--- config.mk ---
export PLATFORM = sky130hd
export DESIGN_NAME = audio_serial_ctrl
export DESIGN_NICKNAME = d
export VERILOG_FILES = /design/src/hw/audio_serial_pkg.sv /design/src/hw/audio_serial_ctrl.sv
export SDC_FILE = /design/constraint.sdc
export NUM_CORES = 1
export LEC_CHECK = 0
export BUFFER_PORTS_ARGS = -buffer_cell sky130_fd_sc_hd__buf_2
export CAP_MARGIN = 25
export CORE_UTILIZATION = 43
export DETAILED_ROUTE_END_ITERATION = 8
export HOLD_SLACK_MARGIN = 0.02
export PLACE_DENSITY = 0.73
export SETUP_SLACK_MARGIN = 0.3
export SLEW_MARGIN = 40
export SYNTH_ARGS = -nofsm -noshare
export SYNTH_HDL_FRONTEND = slang
export SYNTH_SLANG_ARGS = --single-unit
--- constraint.sdc ---
create_clock -name clock -period 3.2 [get_ports clock]
set_input_delay 0.32 -clock clock [delete_from_list [all_inputs] [get_ports clock]]
set_output_delay 0.32 -clock clock [all_outputs]
set_load 0.02 [all_outputs]
--- src/hw/audio_serial_pkg.sv ---
// Purpose: Shared constants and carriers for the audio serial control block
// Assumes: AXI4-Lite register access, 32-bit data, byte addresses
// Notes: Link, codec, filter and status offsets are local choices
package audio_serial_pkg;
    // Register byte offsets
    localparam logic [7:0] OFS_LINK_CONF = 8'h60;
    localparam logic [7:0] OFS_RX_DMA_STAT = 8'h6c;
    localparam logic [7:0] OFS_DMA_STAT_ONE = 8'h70;
    localparam logic [7:0] OFS_CODEC_CONF = 8'ha0;
    localparam logic [7:0] OFS_FIFO_POWER = 8'ha4;
    localparam logic [7:0] OFS_CLK_DIV = 8'hac;
    localparam logic [7:0] OFS_PDM_CONF = 8'hb4;
    localparam logic [7:0] OFS_PDM_FREQ = 8'hb8;
    localparam logic [7:0] OFS_STATUS = 8'hbc;
    // Link configuration field positions
    localparam int B_TX_DATA_BURST = 0;
    localparam int B_RX_DSCR_BURST = 1;
    localparam int B_TX_DSCR_BURST = 2;
    localparam int B_EOF_MODE = 3;
    localparam int B_AUTO_WRBACK = 4;
    localparam int B_TX_LOOP = 5;
    localparam int B_RX_LOOP = 6;
    localparam int B_BUS_RST = 7;
    localparam int B_QUEUE_RST = 8;
    localparam int B_TX_FSM_RST = 9;
    localparam int B_RX_FSM_RST = 10;
    // Codec configuration field positions
    localparam int B_TIMEOUT_EN = 8;
    localparam int B_TX_STOP = 9;
    localparam int B_RX_CMP_BYP = 10;
    localparam int B_RX_CMP_DIR = 11;
    localparam int B_TX_CMP_BYP = 12;
    localparam int B_TX_CMP_DIR = 13;
    // Power control field positions
    localparam int B_FORCE_PU = 0;
    localparam int B_FORCE_PD = 1;
    // Reset values
    localparam logic [31:0] RST_LINK = 32'h0000_0000;
    localparam logic [31:0] RST_CODEC = 32'h0000_00ff;
    localparam logic [31:0] RST_CLK = 32'h0000_0004;
    localparam logic [31:0] RST_PDM = 32'h0000_0155;
    localparam logic [31:0] RST_FREQ = 32'h0001_e030;
    localparam logic [7:0] DIV_MIN = 8'h02;
    localparam logic [3:0] FIFO_RST_CYCLES = 4'h4;
    localparam logic [1:0] RESP_OKAY = 2'h0;
    localparam logic [1:0] RESP_SLVERR = 2'h2;
    localparam int SINC_BASE = 64;
    localparam int DSR_HIGH = 128;
    localparam int DSR_LOW = 64;

    typedef enum logic [1:0] {
        GAIN_HALF = 2'h0,
        GAIN_ONE = 2'h1,
        GAIN_TWO = 2'h2,
        GAIN_FOUR = 2'h3
    } gain_t;

    // Decoded link and serial control
    typedef struct packed {
        logic txDataBurst;
        logic rxDscrBurst;
        logic txDscrBurst;
        logic autoWriteback;
        logic txLoop;
        logic rxLoop;
        logic busPortReset;
        logic cmdQueueReset;
        logic txFsmReset;
        logic rxFsmReset;
        logic rxCompandBypass;
        logic rxCompress;
        logic txCompandBypass;
        logic txCompress;
        logic memPowerOn;
        logic apllEnable;
    } ctrl_t;

    // Filter chain settings
    typedef struct packed {
        logic txHighpassBypass;
        logic [7:0] rxDownsample;
        logic [9:0] txUpsample;
        logic d2pEnable;
        logic p2dEnable;
        logic rxPdmEnable;
        logic txPdmEnable;
        logic [9:0] freqParam;
        logic [9:0] sampleParam;
    } pdm_t;
endpackage

--- src/hw/audio_serial_ctrl.sv ---
// Purpose: Register file and control logic of a DMA-fed audio serial port
// Assumes: Single clock; DMA, FIFO and link events arrive as synchronous pulses
// Notes: AXI4-Lite slave answers a read one cycle and a write two cycles after acceptance
// How it works
// - Transmit data fetched bytewise when data mode bit is zero.
// - Transmit data fetched in bursts when data mode bit is one.
// - Receive descriptor fetch mode bit: one burst, zero bytewise.
// - Transmit descriptor fetch mode bit: one burst, zero bytewise.
// - Frame end on DMA pop-done in mode one, else bus push-done.
// - Auto writeback writes transmit descriptor once its buffer is sent.
// - Separate bits put transmit and receive chains into loop test.
// - Bus master port reset and command queue reset act independently.
// - Transmit and receive DMA state machine resets act independently.
// - Enabled hang counter reaching timeout raises send or receive timeout.
// - With stop option, bit clock and word select halt while FIFO empty.
// - Receive companding bypassed, else zero decompresses and one compresses.
// - Transmit companding bypassed, else zero decompresses and one compresses.
// - Force bits power FIFO memory up or down, overriding automatic control.
// - Divider takes integral, numerator, denominator; separate audio PLL enable.
// - A bit bypasses the transmit PDM high-pass filter.
// - Receive PDM first filter group downsamples by 128 or 64.
// - Gain codes: zero halves, one unity, two doubles, three quadruples.
// - Transmit sinc upsampling equals 64 times oversample field.
// - Separate enables for both converters and both PDM modes.
// - Conversion ratio from PDM frequency and PCM frequency parameters.
// - FIFO reset-done flags read one while reset runs, zero when done.
// - Transmitter idle flag reads one idle, zero busy.
//
// Design decision made here: the AXI4-Lite slave port.
`timescale 1ns/1ps
`default_nettype none
module audio_serial_ctrl
    import audio_serial_pkg::*;
#(
    parameter int HANG_W = 8
)
(
    // Clock and reset
    input wire logic clock,
    input wire logic rst_n,
    // AXI4-Lite slave
    input wire logic [7:0] s_axi_awaddr,
    input wire logic s_axi_awvalid,
    output logic s_axi_awready,
    input wire logic [31:0] s_axi_wdata,
    input wire logic [3:0] s_axi_wstrb,
    input wire logic s_axi_wvalid,
    output logic s_axi_wready,
    output logic [1:0] s_axi_bresp,
    output logic s_axi_bvalid,
    input wire logic s_axi_bready,
    input wire logic [7:0] s_axi_araddr,
    input wire logic s_axi_arvalid,
    output logic s_axi_arready,
    output logic [31:0] s_axi_rdata,
    output logic [1:0] s_axi_rresp,
    output logic s_axi_rvalid,
    input wire logic s_axi_rready,
    // DMA and FIFO events
    input wire logic dmaPopDone,
    input wire logic busPushDone,
    input wire logic txBufferSent,
    input wire logic txFifoEmpty,
    input wire logic txFifoHang,
    input wire logic rxFifoHang,
    input wire logic fifoResetReq,
    input wire logic txActive,
    input wire logic [31:0] rxDmaState,
    input wire logic [31:0] dmaStateOne,
    input wire logic mclkSource,
    // Control towards DMA and datapath
    output audio_serial_pkg::ctrl_t ctrl,
    output audio_serial_pkg::pdm_t pdm,
    output audio_serial_pkg::gain_t [3:0] txGain,
    output logic txEofPulse,
    output logic descWritebackPulse,
    output logic txTimeoutPulse,
    output logic rxTimeoutPulse,
    output logic mclkTick,
    output logic serialClockEnable
);
    import audio_serial_pkg::*;

    logic [31:0] linkConf_q, codecConf_q, powerConf_q, clkConf_q, pdmConf_q, freqConf_q;
    logic awHeld_q, wHeld_q;
    logic [7:0] awAddr_q;
    logic [31:0] wData_q;
    logic [3:0] wStrb_q;
    logic doWrite;
    logic [HANG_W-1:0] txHang_q, rxHang_q;
    logic [3:0] fifoRst_q;
    logic [8:0] divCnt_q;
    logic [6:0] fracAcc_q;
    logic [7:0] divNum;
    logic [5:0] divNumer, divDenom;

    // Write channels taken independently, then joined
    assign s_axi_awready = !awHeld_q && !s_axi_bvalid;
    assign s_axi_wready = !wHeld_q && !s_axi_bvalid;
    assign doWrite = awHeld_q && wHeld_q;
    assign s_axi_arready = !s_axi_rvalid;

    // Address and data holding
    always_ff @(posedge clock or negedge rst_n)
    begin
        if (!rst_n)
        begin
            awHeld_q <= 1'b0;
            wHeld_q <= 1'b0;
            awAddr_q <= 8'h00;
            wData_q <= 32'h0000_0000;
            wStrb_q <= 4'h0;
        end
        else
        begin
            if (s_axi_awvalid && s_axi_awready)
            begin
                awHeld_q <= 1'b1;
                awAddr_q <= s_axi_awaddr;
            end
            else if (doWrite)
                awHeld_q <= 1'b0;
            if (s_axi_wvalid && s_axi_wready)
            begin
                wHeld_q <= 1'b1;
                wData_q <= s_axi_wdata;
                wStrb_q <= s_axi_wstrb;
            end
            else if (doWrite)
                wHeld_q <= 1'b0;
        end
    end

    function automatic logic [31:0] merge(input logic [31:0] old, input logic [31:0] nw,
                                          input logic [3:0] strb);
        logic [31:0] r;
        r = old;
        for (int i = 0; i < 4; i++)
            if (strb[i])
                r[8*i +: 8] = nw[8*i +: 8];
        return r;
    endfunction

    // Register writes
    always_ff @(posedge clock or negedge rst_n)
    begin
        if (!rst_n)
        begin
            linkConf_q <= RST_LINK;
            codecConf_q <= RST_CODEC;
            powerConf_q <= RST_LINK;
            clkConf_q <= RST_CLK;
            pdmConf_q <= RST_PDM;
            freqConf_q <= RST_FREQ;
        end
        else if (doWrite)
        begin
            unique case (awAddr_q)
                OFS_LINK_CONF: linkConf_q <= merge(linkConf_q, wData_q, wStrb_q);
                OFS_CODEC_CONF: codecConf_q <= merge(codecConf_q, wData_q, wStrb_q);
                OFS_FIFO_POWER: powerConf_q <= merge(powerConf_q, wData_q, wStrb_q);
                OFS_CLK_DIV: clkConf_q <= merge(clkConf_q, wData_q, wStrb_q);
                OFS_PDM_CONF: pdmConf_q <= merge(pdmConf_q, wData_q, wStrb_q);
                OFS_PDM_FREQ: freqConf_q <= merge(freqConf_q, wData_q, wStrb_q);
                default: ;
            endcase
        end
    end

    // Write response; unmapped or read-only offsets answer SLVERR
    always_ff @(posedge clock or negedge rst_n)
    begin
        if (!rst_n)
        begin
            s_axi_bvalid <= 1'b0;
            s_axi_bresp <= RESP_OKAY;
        end
        else if (doWrite)
        begin
            s_axi_bvalid <= 1'b1;
            unique case (awAddr_q)
                OFS_LINK_CONF, OFS_CODEC_CONF, OFS_FIFO_POWER, OFS_CLK_DIV, OFS_PDM_CONF,
                OFS_PDM_FREQ: s_axi_bresp <= RESP_OKAY;
                default: s_axi_bresp <= RESP_SLVERR;
            endcase
        end
        else if (s_axi_bready)
            s_axi_bvalid <= 1'b0;
    end

    // Read data path
    always_ff @(posedge clock or negedge rst_n)
    begin
        if (!rst_n)
        begin
            s_axi_rvalid <= 1'b0;
            s_axi_rdata <= 32'h0000_0000;
            s_axi_rresp <= RESP_OKAY;
        end
        else if (s_axi_arvalid && s_axi_arready)
        begin
            s_axi_rvalid <= 1'b1;
            s_axi_rresp <= RESP_OKAY;
            unique case (s_axi_araddr)
                OFS_LINK_CONF: s_axi_rdata <= linkConf_q;
                OFS_RX_DMA_STAT: s_axi_rdata <= rxDmaState;
                OFS_DMA_STAT_ONE: s_axi_rdata <= dmaStateOne;
                OFS_CODEC_CONF: s_axi_rdata <= codecConf_q;
                OFS_FIFO_POWER: s_axi_rdata <= powerConf_q;
                OFS_CLK_DIV: s_axi_rdata <= clkConf_q;
                OFS_PDM_CONF: s_axi_rdata <= pdmConf_q;
                OFS_PDM_FREQ: s_axi_rdata <= freqConf_q;
                // Reset-done pair and idle flag
                OFS_STATUS: s_axi_rdata <= {29'h0, !txActive, fifoRst_q != 4'h0,
                                            fifoRst_q != 4'h0};
                default:
                begin
                    s_axi_rdata <= 32'h0000_0000;
                    s_axi_rresp <= RESP_SLVERR;
                end
            endcase
        end
        else if (s_axi_rready)
            s_axi_rvalid <= 1'b0;
    end

    // Control decode towards DMA and companding
    always_comb
    begin
        ctrl.txDataBurst = linkConf_q[B_TX_DATA_BURST];
        ctrl.rxDscrBurst = linkConf_q[B_RX_DSCR_BURST];
        ctrl.txDscrBurst = linkConf_q[B_TX_DSCR_BURST];
        ctrl.autoWriteback = linkConf_q[B_AUTO_WRBACK];
        ctrl.txLoop = linkConf_q[B_TX_LOOP];
        ctrl.rxLoop = linkConf_q[B_RX_LOOP];
        ctrl.busPortReset = linkConf_q[B_BUS_RST];
        ctrl.cmdQueueReset = linkConf_q[B_QUEUE_RST];
        ctrl.txFsmReset = linkConf_q[B_TX_FSM_RST];
        ctrl.rxFsmReset = linkConf_q[B_RX_FSM_RST];
        ctrl.rxCompandBypass = codecConf_q[B_RX_CMP_BYP];
        ctrl.rxCompress = codecConf_q[B_RX_CMP_DIR];
        ctrl.txCompandBypass = codecConf_q[B_TX_CMP_BYP];
        ctrl.txCompress = codecConf_q[B_TX_CMP_DIR];
        // Force down wins over force up; otherwise follow activity
        ctrl.memPowerOn = powerConf_q[B_FORCE_PD] ? 1'b0 :
                          (powerConf_q[B_FORCE_PU] | txActive);
        ctrl.apllEnable = clkConf_q[21];
    end

    // Filter settings decode
    always_comb
    begin
        pdm.txHighpassBypass = pdmConf_q[0];
        pdm.rxDownsample = pdmConf_q[1] ? 8'(DSR_HIGH) : 8'(DSR_LOW);
        pdm.txUpsample = 10'(SINC_BASE) * {6'h0, pdmConf_q[13:10]};
        pdm.d2pEnable = pdmConf_q[24];
        pdm.p2dEnable = pdmConf_q[25];
        pdm.rxPdmEnable = pdmConf_q[26];
        pdm.txPdmEnable = pdmConf_q[27];
        pdm.freqParam = freqConf_q[19:10];
        pdm.sampleParam = freqConf_q[9:0];
    end

    // Four gain fields from bits 2..9
    for (genvar g = 0; g < 4; g++)
    begin : gainGen
        assign txGain[g] = gain_t'(pdmConf_q[2+2*g +: 2]);
    end

    // Frame end and writeback events
    assign txEofPulse = linkConf_q[B_EOF_MODE] ? dmaPopDone : busPushDone;
    assign descWritebackPulse = ctrl.autoWriteback && txBufferSent;
    assign serialClockEnable = !(codecConf_q[B_TX_STOP] && txFifoEmpty);

    // Hang counters wrap; a pulse each time the count equals the programmed value
    always_ff @(posedge clock or negedge rst_n)
    begin
        if (!rst_n)
        begin
            txHang_q <= '0;
            rxHang_q <= '0;
        end
        else
        begin
            txHang_q <= (codecConf_q[B_TIMEOUT_EN] && txFifoHang) ? txHang_q + 1'b1 : '0;
            rxHang_q <= (codecConf_q[B_TIMEOUT_EN] && rxFifoHang) ? rxHang_q + 1'b1 : '0;
        end
    end
    assign txTimeoutPulse = codecConf_q[B_TIMEOUT_EN] && txFifoHang &&
                            (txHang_q == HANG_W'(codecConf_q[7:0]));
    assign rxTimeoutPulse = codecConf_q[B_TIMEOUT_EN] && rxFifoHang &&
                            (rxHang_q == HANG_W'(codecConf_q[7:0]));

    // FIFO reset in progress window
    always_ff @(posedge clock or negedge rst_n)
    begin
        if (!rst_n)
            fifoRst_q <= 4'h0;
        else if (fifoResetReq)
            fifoRst_q <= FIFO_RST_CYCLES;
        else if (fifoRst_q != 4'h0)
            fifoRst_q <= fifoRst_q - 4'h1;
    end

    // Fractional divider: stretch by one when the fraction wraps
    assign divNum = (clkConf_q[7:0] < DIV_MIN) ? DIV_MIN : clkConf_q[7:0];
    assign divNumer = clkConf_q[13:8];
    assign divDenom = clkConf_q[19:14];
    always_ff @(posedge clock or negedge rst_n)
    begin
        if (!rst_n)
        begin
            divCnt_q <= 9'h000;
            fracAcc_q <= 7'h00;
            mclkTick <= 1'b0;
        end
        else if (mclkSource)
        begin
            mclkTick <= 1'b0;
            if (divCnt_q == 9'h000)
            begin
                mclkTick <= 1'b1;
                if (divDenom != 6'h00 && ({1'b0, fracAcc_q} + {2'h0, divNumer}) >=
                    {2'h0, divDenom})
                begin
                    fracAcc_q <= 7'(fracAcc_q + {1'b0, divNumer} - {1'b0, divDenom});
                    divCnt_q <= {1'b0, divNum};
                end
                else
                begin
                    fracAcc_q <= (divDenom != 6'h00) ? 7'(fracAcc_q + {1'b0, divNumer}) : 7'h00;
                    divCnt_q <= {1'b0, divNum} - 9'h001;
                end
            end
            else
                divCnt_q <= divCnt_q - 9'h001;
        end
        else
            mclkTick <= 1'b0;
    end
endmodule
`default_nettype wire

Yosys cells after proc, flatten, opt, wreduce, memory -nomap -nowiden
Index checks and enable logic that the tools add are counted.

Word-level logic and storage cells: 146. Register bits after elaboration: 313. Bits of input ports: 132.

Bitwise gates (word level): 1. Order comparisons: 2. Reductions and logical operators: 54. Muxes and demuxes: 24. Eq/ne operators: 17. Add/subtract/negate cells: 8.

Operators by type and width (number): 32-bit one-hot mux with 9 select lines (1); 8-bit == test, second input constant (11); 3-bit AND reduction (24); 8-bit by 7-bit == test with 1-bit output, second input constant (4); 8-bit two-way mux (4); 9-bit two-way mux (2); 8-bit by 1-bit adder with 8-bit output, second input constant (2); 8-bit == test (2); 7-bit two-way mux (2); 1-bit logical AND (13); 1-bit two-way mux (11); 2-bit nonzero test (5); 9-bit logical NOT (1); 9-bit OR reduction (1); 8-bit by 1-bit subtractor with 9-bit output, second input constant (1); 9-bit by 1-bit subtractor with 9-bit output, second input constant (1); 7-bit by 6-bit adder with 8-bit output (1); 8-bit by 6-bit greater-or-equal comparator with 1-bit output (1); 8-bit by 2-bit < comparator with 1-bit output, second input constant (1); 4-bit two-way mux (2); 7-bit by 6-bit adder with 7-bit output (1); 7-bit by 6-bit subtractor with 7-bit output (1); 1-bit logical NOT (6); 6-bit nonzero test (1); 6 further kinds (7).

Longest topological paths before layout
Depth in word-level cells: 5. Depth in mapped cells: 16.

Least setup slack after synthesis
Ideal clock, no wire load.

Path type: reg2reg. Start point: register clkConf_q[8]. End point: register divCnt_q[1]. Buffers on the path: 2. Data required time: 3.120 ns. Clock period less this slack: 3.019 ns. Stages on the path, launching flop included: 17. Data arrival time: 2.939 ns. Library setup time: 0.080 ns. Slack: 0.181 ns. Path through: dfrtp_1 ha_1 inv_1 fa_1 nor2b_4 o31ai_1 a21boi_0 ha_1 o21ai_0 o21ai_0 a21oi_1 and2_1 buf_6 a21boi_2 buf_6 mux2_4 o22ai_2.

Word-level cells in the longest chain between the ends: 5.

RTL lines: start, declared (line audio_serial_ctrl.sv:84) `logic [31:0] linkConf_q, codecConf_q, powerConf_q, clkConf_q, pdmConf_q, freqConf_q;`; start signal, assigned (line audio_serial_ctrl.sv:162) `OFS_CLK_DIV: clkConf_q <= merge(clkConf_q, wData_q, wStrb_q);`; 7-bit by 6-bit adder with 8-bit output (line audio_serial_ctrl.sv:323) `if (divDenom != 6'h00 && ({1'b0, fracAcc_q} + {2'h0, divNumer}) >=`; 8-bit by 6-bit greater-or-equal comparator with 1-bit output (line audio_serial_ctrl.sv:323); 1-bit logical AND (line audio_serial_ctrl.sv:323); 9-bit two-way mux (line audio_serial_ctrl.sv:323); 9-bit two-way mux (line audio_serial_ctrl.sv:320) `if (divCnt_q == 9'h000)`; end signal, assigned (line audio_serial_ctrl.sv:327) `divCnt_q <= {1'b0, divNum};`; end signal, assigned (line audio_serial_ctrl.sv:332) `divCnt_q <= {1'b0, divNum} - 9'h001;`; end signal, assigned (line audio_serial_ctrl.sv:336) `divCnt_q <= divCnt_q - 9'h001;`; end, declared (line audio_serial_ctrl.sv:92) `logic [8:0] divCnt_q;`.

No other way between the ends. A chain may end at the register's enable or synchronous reset.

Worst setup path after layout
Start point: register fracAcc_q[0]. End point: register divCnt_q[2].

Word-level cells in the longest chain between the ends: 5.

RTL lines: start, declared (line audio_serial_ctrl.sv:93) `logic [6:0] fracAcc_q;`; start signal, assigned (line audio_serial_ctrl.sv:326) `fracAcc_q <= 7'(fracAcc_q + {1'b0, divNumer} - {1'b0, divDenom});`; start signal, assigned (line audio_serial_ctrl.sv:331) `fracAcc_q <= (divDenom != 6'h00) ? 7'(fracAcc_q + {1'b0, divNumer}) : 7'h00;`; 7-bit by 6-bit adder with 8-bit output (line audio_serial_ctrl.sv:323); 8-bit by 6-bit greater-or-equal comparator with 1-bit output (line audio_serial_ctrl.sv:323); 1-bit logical AND (line audio_serial_ctrl.sv:323); 9-bit two-way mux (line audio_serial_ctrl.sv:323); 9-bit two-way mux (line audio_serial_ctrl.sv:320).

No other way between the ends.

==> run_results.csv <==
group,metric,value,unit
run_status,status,"finished clean",
grt,grtUsageTotal,24.67,%
power,p_clk_share,35.4,%
die,num_io_pins,246,
die,dieArea,36810,um^2
worst_setup_path,required,3640,ps
sta,max_freq,332.3,MHz
sta,tns,0,ps
sta,hold_viol,0,
worst_setup_path,crit_chain,"ha_2, inv_2, fa_2, inv_2, fa_2, a211oi_2, o21ai_1, a21oi_1, and2_4, a21boi_4, buf_6, or3_4, a32oi_1",
synth,ys_types,71,
worst_setup_path,worst-path-buf-inv,3,
power,p_int,0.008429,W
placement,io_buffers,231,
clock_network,clock_path_buffers,3,
power,switching_share,30.68,%
worst_setup_path,reg2reg_setup_slack,190,ps
worst_setup_path,crit_family,"adder cells",
route,avgRoutedWirePerCell,22.19,um
hold_path,holdPathEnd,"wData_q[3]$_DFFE_PN0P_",
route,first_pass_iters,5,
route,wirelength,45040,um
clock_network,htreeDepth,2,
synth,synthFlopType,"dfrtp_1",
placement,placedCellCount,1944,
grt,grt_max_degree,90,
synth,synth_warnings,0,
worst_setup_path,worst_path_max_delay_cell,"fa_2",
sta,finalSetupViolCount,0,
synth,seq_area_frac_synth,50.37,%
clock_network,clk_latency,520,ps
power,power_frac_seq,43.6,%
die,initial_core_util,43.69,%
clock_network,cts_sinks,311,
synth,synth_seq_cells,311,
sta,fin_crit_sh,94.03,%
die,row_count,69,
clock_network,cts.clk_slew.worst_paths,60,ps
grt,grt_pass1_wl,68910,um
hold_path,worstHoldStart,"s_axi_wdata[3]",
sta,drv_slew,0,
route,drt_iter0_markers,934,
grt,grt_overflow,0,
synth,synthCells,1316,
final_layout,nNetsFinal,1692,
grt,antenna_found_initial,1,
die,die_w,191.9,um
sta,rsz0062_at_grt,"true",
synth,syn_area_per_cell,11.78,um^2
sta,period_needed,3009,ps
worst_setup_path,max_stage_delay,520,ps
sta,fin_worst_skew,35.27,ps
worst_setup_path,critPathKind,"register to register",
power,power,0.01216,W
grt,grt_pass1_vias,11830,
run,drv_cap,0,
clock_network,cts_root_buf,"clkbuf_16",
power,combPwrFrac,21.0,%
final_layout,fillers,3067,
worst_setup_path,path_max_fanout,6,
power,p_per_area,655.1,nW/um^2
hold_path,hp-class,"primary input to register",
die,dieHeight,191.9,um
route,final_antenna_net_count,0,
synth,async_flop_share,100.0,%
final_layout,area_growth,19.74,%
route,via_per_inst,5.733,
synth,synth_edf_count,0,
worst_setup_path,worstPathArrival,3450,ps
sta,whs,31.10,ps
power,p_sw,0.003730,W
sta,slew_headroom,51.79,%
final_layout,fin_util,52.31,%
die,core_area,35480,um^2
worst_setup_path,worst_r2r_endpoint,"divCnt_q[2]$_DFFE_PN0P_",
clock_network,tritoncts,"done",
clock_network,cts-buffers-inserted,36,
worst_setup_path,reg2reg_depth,13,
worst_setup_path,r2r-start,"fracAcc_q[0]$_DFFE_PN0P_",
power,power.leakage,9.059,nW
hold_path,hold_depth,2,
placement,post-dp-hpwl,31250,um
placement,place_congestion,0.8698,
sta,tightest_slew,723.1,ps
final_layout,stdcell_count,2030,
worst_setup_path,worstSetupStartpointType,"register",
route,vias,11640,
power,ir_drop,0.0006142,V
route,drc_errors,0,
worst_setup_path,endpoint_kind,"register",
final_layout,drive_above_1_share,44.20,%
synth,synth_area,15500,um^2
-- cell type report --
type	count	area, um^2	area share, %
Sequential cell	311	7807	42.07
Multi-Input combinational cell	866	7084	38.17
Timing Repair Buffer	293	1713	9.229
Clock buffer	53	1077	5.804
Tap cell	461	576.8	3.108
Clock inverter	12	175.2	0.9438
Inverter	33	123.9	0.6674
Antenna cell	1	2.502	0.01348
-- cells in the mapped netlist, types with 3 or more instances --
| master | n | area share [%] |
|---|---|---|
| o31ai_1 | 3 | 0.15 |
| nand2_1 | 85 | 2.1 |
| buf_6 | 5 | 0.36 |
| mux2i_1 | 22 | 1.4 |
| clkbuf_1 | 18 | 0.44 |
| ha_1 | 17 | 1.4 |
| xnor2_1 | 29 | 1.6 |
| and2_1 | 7 | 0.28 |
| nor2_1 | 73 | 1.8 |
| a211oi_1 | 8 | 0.39 |
| a221oi_1 | 7 | 0.40 |
| nand3_1 | 35 | 1.1 |
| o22ai_1 | 15 | 0.61 |
| o211ai_1 | 3 | 0.15 |
| nor2_2 | 8 | 0.32 |
| a22o_1 | 21 | 1.2 |
| o21ai_0 | 41 | 1.3 |
| buf_2 | 18 | 0.58 |
| nand3b_1 | 3 | 0.15 |
| nor3_1 | 8 | 0.26 |
| inv_1 | 33 | 0.80 |
| nor3b_1 | 3 | 0.15 |
| nand2b_1 | 5 | 0.20 |
| mux2_2 | 268 | 19 |
| a21o_1 | 5 | 0.24 |
| buf_1 | 6 | 0.15 |
| a22oi_1 | 37 | 1.8 |
| dfstp_2 | 20 | 3.4 |
| a21oi_1 | 36 | 1.2 |
| or3_1 | 7 | 0.28 |
| and3_1 | 12 | 0.48 |
| nor2b_1 | 6 | 0.24 |
| a31oi_1 | 3 | 0.12 |
| nor4_1 | 9 | 0.36 |
| buf_4 | 72 | 3.5 |
| a21boi_0 | 3 | 0.15 |
| xor2_1 | 11 | 0.62 |
| o21ai_1 | 3 | 0.097 |
| dfrtp_1 | 291 | 47 |
| a222oi_1 | 16 | 1.0 |
| nand4_1 | 6 | 0.24 |
-- power by group through the flow --
stage / logic [W] / clock network (W) / registers [W]
after floorplan: 0.00176 / 0 / 0.00505
after global placement: 0.00227 / 0 / 0.00530
after detailed placement: 0.00232 / 0 / 0.00534
after CTS: 0.00239 / 0.00438 / 0.00528
after global routing: 0.00279 / 0.00455 / 0.00540
final: 0.00255 / 0.00431 / 0.00530
-- how the worst max path moves through the flow --
stage / from / to / cells past startpoint
after global placement: clkConf_q[8]$_DFFE_PN0P_ / divCnt_q[3]$_DFFE_PN0P_ / 15
after CTS: clkConf_q[8]$_DFFE_PN0P_ / divCnt_q[2]$_DFFE_PN0P_ / 13
after global routing: clkConf_q[8]$_DFFE_PN0P_ / divCnt_q[2]$_DFFE_PN0P_ / 13
final: fracAcc_q[0]$_DFFE_PN0P_ / divCnt_q[2]$_DFFE_PN0P_ / 13
after detailed placement: clkConf_q[8]$_DFFE_PN0P_ / divCnt_q[2]$_DFFE_PN0P_ / 15
after floorplan: clkConf_q[8]$_DFFE_PN0P_ / divCnt_q[1]$_DFFE_PN0P_ / 16
-- stage by stage --
| stage | setup WS [ps] | area (um^2) |
|---|---|---|
| after floorplan | 253.6 | 15560 |
| after global placement | 1.941 | 16900 |
| after detailed placement | -66.79 | 16900 |
| after CTS | 191.8 | 18370 |
| after global routing | 75.58 | 18560 |
| final | 191.1 | 18560 |
-- flip-flops by register name, summed over array words and instances, names as in the netlist, 7 cells and up --
| name | flops |
|---|---|
| clkConf_q | 32 |
| codecConf_q | 32 |
| freqConf_q | 32 |
| linkConf_q | 32 |
| pdmConf_q | 32 |
| powerConf_q | 32 |
| s_axi_rdata | 32 |
| wData_q | 32 |
| divCnt_q | 9 |
| awAddr_q | 8 |
| rxHang_q | 8 |
| txHang_q | 8 |
| fracAcc_q | 7 |
-- what timing repair did --
| action | 4_1_cts | 5_1_grt |
|---|---|---|
| gates resized for setup | 21 | 28 |
| gates cloned | 0 | 0 |
| endpoints found under the setup margin | 16 | 16 |
| pin swaps | 14 | 16 |
| endpoints found under the hold margin | 88 | 0 |
| hold buffers | 8 | 0 |
| buffers inserted | 5 | 7 |
-- cells in the final DEF (no fill, tap or decap), drive strengths merged, types with 6 or more instances in the layout --
| master | instances |
|---|---|
| xnor2 | 29 |
| nand4 | 6 |
| inv | 34 |
| o22ai | 16 |
| conb | 14 |
| and2 | 7 |
| a221oi | 7 |
| mux2 | 269 |
| nand3 | 35 |
| nor4 | 10 |
| ha | 17 |
| o21ai | 44 |
| a222oi | 16 |
| a21oi | 37 |
| clkinv | 7 |
| dfstp | 20 |
| and3 | 12 |
| clkbuf | 53 |
| or3 | 7 |
| dlygate4sd3 | 8 |
| xor2 | 11 |
| mux2i | 22 |
| dfrtp | 291 |
| nor2b | 7 |
| nor2 | 83 |
| a22oi | 37 |
| buf | 285 |
| a211oi | 8 |
| a22o | 21 |
| nand2 | 87 |
| nor3 | 10 |
-- cells by family (layout without fill, tap and decap cells) --
family | count (synthesis) | in the layout | share of synthesized area [%]
flops | 311 | 311 | 50.37
mux | 291 | 291 | 20.99
simple gates | 284 | 284 | 9.081
compound gates | 218 | 218 | 9.840
buf+inv | 152 | 391 | 5.812
xor+xnor | 40 | 40 | 2.260
fa+ha+maj | 19 | 19 | 1.630
other cells | 1 | 15 | 0.02419
-- metal layers --
metal / part of all wire, % / track usage [%] / routed length [um]
met1: 43 / 34.02 / 19490
met2: 47 / 39.54 / 21170
met3: 6.4 / 3.800 / 2904
met4: 3.3 / 8.364 / 1477
met5: 0 / 0 / 0
No activity file was read; power rests on OpenSTA's default activity.
